$ cat src/verilog/erd_consts.vh
// erd_consts.vh - constants for the external rampdown sequencer
// assumes a 20 MHz clock; included by erd_sequencer.v
`ifndef ERD_CONSTS_VH
`define ERD_CONSTS_VH

`define ERD_CLK_HZ        20000000
`define ERD_MIN_CLOSE_MS  10
// one sample per ms, well inside the closure time
`define ERD_SAMPLE_CYC    (`ERD_CLK_HZ / 1000)
`define ERD_SEC_CYC       `ERD_CLK_HZ
`define ERD_HOLD_MS       500
`define ERD_HOLD_CYC      (`ERD_HOLD_MS * (`ERD_CLK_HZ / 1000))

`define ERD_HEAT_MIN      12'h005
`define ERD_HEAT_MAX      12'h078
`define ERD_HEAT_DEF      12'h014
`define ERD_COOL_MIN      12'h005
`define ERD_COOL_MAX      12'he10
`define ERD_COOL_DEF      12'h014
// voltage in mV, current in mA, signed 32 bit
`define ERD_VLIM_MIN      32'h00000001
`define ERD_VLIM_DEF      32'h000007d0
`define ERD_VMAX_DEF      32'h00001770
`define ERD_IMIN_DEF      32'hfffe17b8
`define ERD_IMAX_DEF      32'h0001e848
`define ERD_ILIM_DEF      32'h00013880

`define ERD_A_CTRL        4'h0
`define ERD_A_HEAT        4'h1
`define ERD_A_COOL        4'h2
`define ERD_A_VLIM        4'h3
`define ERD_A_ILIM        4'h4
`define ERD_A_VMAX        4'h5
`define ERD_A_IMIN        4'h6
`define ERD_A_IMAX        4'h7
`define ERD_A_STAT        4'h8

`define ERD_C_EN          0
`define ERD_C_PERS        1

`endif

$ cat src/verilog/erd_sequencer.v
// erd_sequencer.v - external rampdown sequencer with parameter range checks
// assumes one 20 MHz clock, supply/magnet current compare and zero flags from
// the regulation loop, operator keys as one-cycle pulses on the same clock
//
// The register addresses and the plain strobed port are this design's own decisions.
`timescale 1ns/1ps
`include "erd_consts.vh"
module erd_sequencer #(
    parameter SAMPLE_CYC = `ERD_SAMPLE_CYC,
    parameter SEC_CYC    = `ERD_SEC_CYC,
    parameter HOLD_CYC   = `ERD_HOLD_CYC
) (
    // clock and reset
    input  wire        clock,
    input  wire        rst,
    // register port
    input  wire [3:0]  addr,
    input  wire [31:0] wdata,
    input  wire        wr,
    input  wire        rd,
    output reg  [31:0] rdata,
    // contact input, high while shorted
    input  wire        rampdown_in,
    // regulation loop status
    input  wire        supply_eq_magnet,
    input  wire        current_zero,
    // operator
    input  wire        confirm_key,
    input  wire        op_ramp_req,
    input  wire        op_cool_start,
    // outputs
    output reg         at_target_indicator,
    output reg         persistent_indicator,
    output reg         superconducting_switch_heater,
    output reg         ramp_to_magnet,
    output reg         ramp_to_zero,
    output reg         op_ramp_grant,
    output reg         operator_locked,
    output reg         rampdown_complete,
    output reg         beep
);

localparam ST_IDLE  = 3'h0;
localparam ST_MATCH = 3'h1;
localparam ST_HOLD  = 3'h2;
localparam ST_HEAT  = 3'h3;
localparam ST_ZERO  = 3'h4;
localparam ST_DONE  = 3'h5;

// unsigned window check for the timing fields
function in_range12;
    input [11:0] v;
    input [11:0] lo;
    input [11:0] hi;
    begin
        in_range12 = (v >= lo) && (v <= hi);
    end
endfunction

// signed window check for the voltage and current limits
function in_range32s;
    input signed [31:0] v;
    input signed [31:0] lo;
    input signed [31:0] hi;
    begin
        in_range32s = (v >= lo) && (v <= hi);
    end
endfunction

// synchroniser
// the contact is asynchronous; only in_sync_r is read past this point
reg        in_meta_r;
reg        in_sync_r;
always @(posedge clock)
begin
    in_meta_r <= rampdown_in;
    in_sync_r <= in_meta_r;
end

// registers
reg         enable_r;
reg         persist_cfg_r;
reg  [11:0] heat_r;
reg  [11:0] cool_r;
reg  [31:0] vlim_r;
reg  [31:0] ilim_r;
reg  [31:0] vmax_r;
reg  [31:0] imin_r;
reg  [31:0] imax_r;

reg  [2:0]  state_r;
reg  [31:0] div_r;
reg  [31:0] tmr_r;
reg  [11:0] sec_r;
reg         cooling_r;
reg  [31:0] smp_r;
reg         trig_r;

// one-ms sample tick and one-second tick from free-running dividers
wire sample_tick = (smp_r == SAMPLE_CYC - 1);
wire sec_tick    = (div_r == SEC_CYC - 1);
wire busy        = (state_r != ST_IDLE);

// sampling: one look per ms, first shorted sample triggers
always @(posedge clock)
begin
    if (rst)
    begin
        smp_r  <= 32'h00000000;
        trig_r <= 1'b0;
    end
    else
    begin
        smp_r  <= sample_tick ? 32'h00000000 : smp_r + 32'h00000001;
        // a closure must span a tick to be seen; the far side holds it long enough
        trig_r <= sample_tick & in_sync_r & enable_r & ~busy;
    end
end

// register writes with range checking
always @(posedge clock)
begin
    if (rst)
    begin
        enable_r      <= 1'b0;
        persist_cfg_r <= 1'b0;
        heat_r        <= `ERD_HEAT_DEF;
        cool_r        <= `ERD_COOL_DEF;
        vlim_r        <= `ERD_VLIM_DEF;
        ilim_r        <= `ERD_ILIM_DEF;
        vmax_r        <= `ERD_VMAX_DEF;
        imin_r        <= `ERD_IMIN_DEF;
        imax_r        <= `ERD_IMAX_DEF;
        beep          <= 1'b0;
    end
    else
    begin
        beep <= 1'b0;
        // the magnet leaves persistent mode as the heating period ends
        if (state_r == ST_HEAT && sec_r == 12'h000 && sec_tick)
            persist_cfg_r <= 1'b0;
        if (wr)
        begin
            case (addr)
                `ERD_A_CTRL:
                begin
                    enable_r <= wdata[`ERD_C_EN];
                    // persistent bit ignores writes while a rampdown runs
                    if (!busy)
                        persist_cfg_r <= wdata[`ERD_C_PERS];
                end
                `ERD_A_HEAT:
                    if (in_range12(wdata[11:0], `ERD_HEAT_MIN, `ERD_HEAT_MAX) && wdata[31:12] == 20'h00000)
                        heat_r <= wdata[11:0];
                    else
                        beep <= 1'b1;
                `ERD_A_COOL:
                    if (in_range12(wdata[11:0], `ERD_COOL_MIN, `ERD_COOL_MAX) && wdata[31:12] == 20'h00000)
                        cool_r <= wdata[11:0];
                    else
                        beep <= 1'b1;
                `ERD_A_VLIM:
                    if (in_range32s(wdata, `ERD_VLIM_MIN, vmax_r))
                        vlim_r <= wdata;
                    else
                        beep <= 1'b1;
                `ERD_A_ILIM:
                    if (in_range32s(wdata, imin_r, imax_r))
                        ilim_r <= wdata;
                    else
                        beep <= 1'b1;
                `ERD_A_VMAX:
                    vmax_r <= wdata;
                `ERD_A_IMIN:
                    imin_r <= wdata;
                `ERD_A_IMAX:
                    imax_r <= wdata;
                default:
                    beep <= 1'b0;
            endcase
        end
    end
end

// sequencer
always @(posedge clock)
begin
    if (rst)
    begin
        state_r   <= ST_IDLE;
        div_r     <= 32'h00000000;
        tmr_r     <= 32'h00000000;
        sec_r     <= 12'h000;
        cooling_r <= 1'b0;
    end
    else
    begin
        div_r <= sec_tick ? 32'h00000000 : div_r + 32'h00000001;
        // operator-started switch cooling period
        if (op_cool_start && !busy && !cooling_r)
        begin
            cooling_r <= 1'b1;
            sec_r     <= cool_r;
        end
        else if (cooling_r && sec_tick)
        begin
            if (sec_r == 12'h000)
                cooling_r <= 1'b0;
            else
                sec_r <= sec_r - 12'h001;
        end
        case (state_r)
            ST_IDLE:
                if (trig_r)
                begin
                    // a trigger cuts a running cooling period short
                    cooling_r <= 1'b0;
                    state_r <= persist_cfg_r ? ST_MATCH : ST_ZERO;
                end
            ST_MATCH:
                if (supply_eq_magnet)
                begin
                    tmr_r   <= 32'h00000000;
                    state_r <= ST_HOLD;
                end
            // brief hold with the at-target indicator lit
            ST_HOLD:
                if (tmr_r == HOLD_CYC - 1)
                begin
                    sec_r   <= heat_r;
                    state_r <= ST_HEAT;
                end
                else
                    tmr_r <= tmr_r + 32'h00000001;
            // whole-second countdown, so heating may run up to one second longer than heat_r
            ST_HEAT:
                if (sec_tick)
                begin
                    if (sec_r == 12'h000)
                        state_r <= ST_ZERO;
                    else
                        sec_r <= sec_r - 12'h001;
                end
            // zeroing ends when the regulation loop reports zero current
            ST_ZERO:
                if (current_zero)
                    state_r <= ST_DONE;
            // confirm counts only once the synchronised contact is open
            ST_DONE:
                if (confirm_key && !in_sync_r)
                    state_r <= ST_IDLE;
            default:
                state_r <= ST_IDLE;
        endcase
    end
end

// registered outputs
always @(posedge clock)
begin
    if (rst)
    begin
        at_target_indicator           <= 1'b0;
        persistent_indicator          <= 1'b0;
        superconducting_switch_heater <= 1'b0;
        ramp_to_magnet                <= 1'b0;
        ramp_to_zero                  <= 1'b0;
        op_ramp_grant                 <= 1'b0;
        operator_locked               <= 1'b0;
        rampdown_complete             <= 1'b0;
        rdata                         <= 32'h00000000;
    end
    else
    begin
        at_target_indicator           <= (state_r == ST_HOLD) || (state_r == ST_HEAT);
        persistent_indicator          <= persist_cfg_r;
        superconducting_switch_heater <= (state_r == ST_HEAT);
        ramp_to_magnet                <= (state_r == ST_MATCH);
        ramp_to_zero                  <= (state_r == ST_ZERO);
        // grants are withheld through a rampdown and a cooling period
        op_ramp_grant                 <= op_ramp_req && !busy && !cooling_r;
        operator_locked               <= busy;
        rampdown_complete             <= (state_r == ST_DONE);
        // read data stand for one cycle only, zero otherwise
        if (rd)
        begin
            case (addr)
                `ERD_A_CTRL: rdata <= {30'h00000000, persist_cfg_r, enable_r};
                `ERD_A_HEAT: rdata <= {20'h00000, heat_r};
                `ERD_A_COOL: rdata <= {20'h00000, cool_r};
                `ERD_A_VLIM: rdata <= vlim_r;
                `ERD_A_ILIM: rdata <= ilim_r;
                `ERD_A_VMAX: rdata <= vmax_r;
                `ERD_A_IMIN: rdata <= imin_r;
                `ERD_A_IMAX: rdata <= imax_r;
                `ERD_A_STAT: rdata <= {26'h0000000, cooling_r, in_sync_r, 1'b0, state_r};
                default:     rdata <= 32'h00000000;
            endcase
        end
        else
            rdata <= 32'h00000000;
    end
end

endmodule // erd_sequencer

$ cat config.mk
export PLATFORM = sky130hd
export DESIGN_NAME = erd_sequencer
export DESIGN_NICKNAME = d
export VERILOG_FILES = /design/src/verilog/erd_sequencer.v
export VERILOG_INCLUDE_DIRS = /design/src /design/src/verilog
export SDC_FILE = /design/constraint.sdc
export NUM_CORES = 1
export LEC_CHECK = 0
export BUFFER_PORTS_ARGS = -buffer_cell sky130_fd_sc_hd__buf_4
export CAP_MARGIN = 20
export CELL_PAD_IN_SITES_DETAIL_PLACEMENT = 1
export CELL_PAD_IN_SITES_GLOBAL_PLACEMENT = 1
export CORE_MARGIN = 5
export CORE_UTILIZATION = 30
export DETAILED_ROUTE_END_ITERATION = 7
export GPL_ROUTABILITY_DRIVEN = 0
export PLACE_DENSITY = 0.54
export REMOVE_ABC_BUFFERS = 1
export SYNTH_ARGS = -nofsm -noshare
export SYNTH_HDL_FRONTEND = slang
export SYNTH_SLANG_ARGS = --single-unit
$ cat constraint.sdc
create_clock -name clock -period 4.2 [get_ports clock]
set_clock_uncertainty 0.15 [all_clocks]
set_input_delay 0.42 -clock clock [delete_from_list [all_inputs] [get_ports clock]]
set_output_delay 0.42 -clock clock [all_outputs]
set_load 0.02 [all_outputs]
==> run_results.csv <==
group,metric,value,unit
status,status,"complete, no violations",
floorplan,die_width,249.6,µm
cts,clock_path_buffers,3,
logic_synthesis,yosysMostFrequentCell,"dfxtp_1",
timing,rsz0062_at_grt,"no",
pwr,leakagePower,7.473,nW
cells_and_area,multi_input_area,9499,µm²
worst_hold_path,worstHoldStart,"wdata[13]",
global_routing,grt_pass1_wl,98580,µm
detailed_routing,drc,0,
setup_path,crit_fanout,20,
setup_path,crit_path_start_kind,"input pin",
worst_hold_path,whs_endpoint,"vmax_r[13]",
timing,fin_crit_sh,97.37,%
worst_hold_path,hold_depth,3,
cts,cts_inserted_buffers,44,
logic_synthesis,avgSynthCellArea,8.241,µm²
cts,hold_buffers,23,
detailed_routing,first_pass_iters,7,
floorplan,initial_core_util,30.43,%
cts,h-tree-depth,2,
floorplan,fp.coreArea,56600,µm²
global_routing,overflow,0,
floorplan,io_pins,87,
timing,hold_violations,0,
setup_path,critical_path_class,"input pin to register",
logic_synthesis,ys_top_cells_by_area,"dfxtp_1, ha_1, nand2_1",
setup_path,worst-endpoint-required,4.54,ns
cts,cts_setup_buffers,0,
global_routing,grt_pass1_vias,16500,
setup_path,endpoint_kind,"register",
logic_synthesis,synth-main-ff-cell,"dfxtp_1",
logic_synthesis,synth-edff-count,0,
timing,drv_slew,0,
detailed_routing,viasPerCell,5.355,
place,pre_cts_slack,0.3343,ns
cts,cts_resized,0,
logic_synthesis,synth_cell_types,78,
timing,tightest_slew,1.128,ns
place,hpwl,43120,µm
cells_and_area,post_route_cells_drive_above_1_share,10.64,%
pwr,peakVddDrop,0.0002967,V
timing,finalHoldWorstSlack,0.02802,ns
floorplan,die_height,249.6,µm
detailed_routing,wl,63380,µm
logic_synthesis,synthTopCellsByCount,"dfxtp_1, nand2_1, nor2_1",
timing,clock.fmax,0.2445,GHz
logic_synthesis,yosys.area.top_type,"dfxtp_1",
cts,cts_sinks,342,
cells_and_area,fin_cells,2948,
logic_synthesis,ys_warn_count,0,
floorplan,rows,87,
setup_path,r2r_end,"ilim_r[21]",
timing,setup_viol,0,
detailed_routing,vias,15790,
cells_and_area,seqCellArea,6847,µm²
detailed_routing,ant_nets,0,
cts,cts_tree,"done",
detailed_routing,drtIter0Drc,925,
logic_synthesis,netlist_area,17220,µm²
logic_synthesis,yosys.area.top_type_share,39.75,%
detailed_routing,wire_per_inst,21.50,µm
floorplan,dieArea,62300,µm²
cells_and_area,num-fill-cells,6702,
job,cap_viol_max_count,0,
logic_synthesis,ys_ff_latch,342,
cells_and_area,fin_nets,2306,
pwr,p_per_area,376.7,nW/µm²
worst_hold_path,hold_path.class,"input pin to register",
setup_path,reg2regPathDepth,10,
place,place_inst,2846,
timing,slew_headroom,24.82,%
logic_synthesis,ys_seq_area_share,39.75,%
global_routing,grt_antenna_before_repair,3,
setup_path,worstPathArrival,4.43,ns
cells_and_area,area.growth.synth_to_final,17.91,%
cts,clk_latency,0.60,ns
setup_path,reg2reg_from,"imax_r[31]",
setup_path,r2r_slack,0.29,ns
global_routing,grt_max_degree,62,
global_routing,grt_usage,19.68,%
logic_synthesis,async_reset_ff_share,0,%
place,port_buffers,86,
logic_synthesis,syn_inst,2090,
timing,setup_slack,0.1104,ns
cts,clk_pin_slew,0.05,ns
timing,period_needed,4.090,ns
cts,root_buffer,"clkbuf_16",
-- worst max-delay path by stage --
stage	from	to
2_1_floorplan	addr[3]	ilim_r[0]
5_1_grt	wdata[31]	ilim_r[9]
6_report	wdata[31]	ilim_r[21]
3_5_place_dp	wdata[31]	ilim_r[6]
3_3_place_gp	wdata[31]	ilim_r[20]
4_1_cts	wdata[31]	ilim_r[15]
-- registers in the layout, summed over array words and instances, names as in the netlist, 3 cells and up --
| name | count |
|---|---|
| smp_r | 32 |
| rdata | 32 |
| sec_r | 12 |
| tmr_r | 32 |
| imax_r | 32 |
| imin_r | 32 |
| ilim_r | 32 |
| heat_r | 12 |
| div_r | 32 |
| cool_r | 12 |
| state_r | 3 |
| vlim_r | 32 |
| vmax_r | 32 |
-- through the flow --
stage / area [µm²] / setup TNS (ns) / utilization, % / power [W]
finish: 20310 / 0 / 35.88 / 0.007650
detailed placement: 18660 / 0 / 32.96 / 0.003969
global placement: 18640 / 0 / 32.93 / 0.003958
CTS: 20300 / 0 / 35.86 / 0.007761
global route: 20300 / 0 / 35.87 / 0.007955
floorplan: 16680 / -46.05 / - / 0.003666
-- per-layer routing --
layer	track usage, %	wire length [µm]
met3	2.801	2688
met2	32.23	28750
met5	0	0
met1	27.45	30580
met4	4.923	1364
-- cells by family after synthesis --
family / count (synthesis) / share of synthesized area, %
adders and majority gates: 100 / 7.265
DFF: 342 / 39.75
xor gates and xnor gates: 91 / 4.628
AOI/OAI and AO/OA: 437 / 16.26
and+or+nand+nor: 819 / 22.64
muxes: 66 / 3.938
buffers and inverters: 235 / 5.521
-- area by class of cell --
class / count / share of cell area (%)
Tap cell: 756 / 4.658
Antenna cell: 2 / 0.02464
Inverter: 109 / 2.027
Clock inverter: 10 / 0.5299
Sequential cell: 342 / 33.71
Multi-Input combinational cell: 1513 / 46.77
Timing Repair Buffer: 150 / 5.853
Clock buffer: 66 / 6.420
-- layout by cell type (no fill, tap or decap), drive strengths merged, types with 8 or more instances in the layout --
| cell type | synthesis | routed |
|---|---|---|
| nand2 | 326 | 326 |
| ha | 100 | 100 |
| nor2b | 10 | 10 |
| o211ai | 49 | 49 |
| o21ai | 67 | 67 |
| and2 | 14 | 14 |
| and4 | 17 | 17 |
| nor4 | 32 | 32 |
| xnor2 | 30 | 30 |
| nand4 | 42 | 42 |
| a221oi | 8 | 8 |
| or2 | 8 | 8 |
| xor2 | 61 | 61 |
| mux2i | 61 | 61 |
| dfxtp | 342 | 342 |
| and3 | 25 | 25 |
| a22oi | 58 | 58 |
| a31oi | 40 | 40 |
| clkbuf | 108 | 67 |
| a22o | 9 | 9 |
| nor4b | 12 | 12 |
| dlygate4sd3 | 0 | 23 |
| inv | 108 | 110 |
| nor2 | 166 | 166 |
| nand3 | 106 | 106 |
| buf | 18 | 126 |
| or3 | 15 | 15 |
| nor3 | 21 | 21 |
| a21oi | 145 | 145 |
-- power breakdown --
group	leakage, nW	internal [W]	switching, W
sequential	2.76	0.00328	0.0000331
combinational	4.01	0.000203	0.000404
clock	0.695	0.00220	0.00153
-- worst max-delay path, stage by stage --
cell and delay [ns]:
dlygate4sd3_1 0.56, buf_4 0.19, ha_1 0.41, nand4_1 0.23, nor4_1 0.72, nand4_1 0.38, a31oi_1 0.33, nor3_1 0.14
nor4_4 0.30, buf_4 0.48, mux2i_1 0.25
No activity file was read; power rests on OpenSTA's default activity.
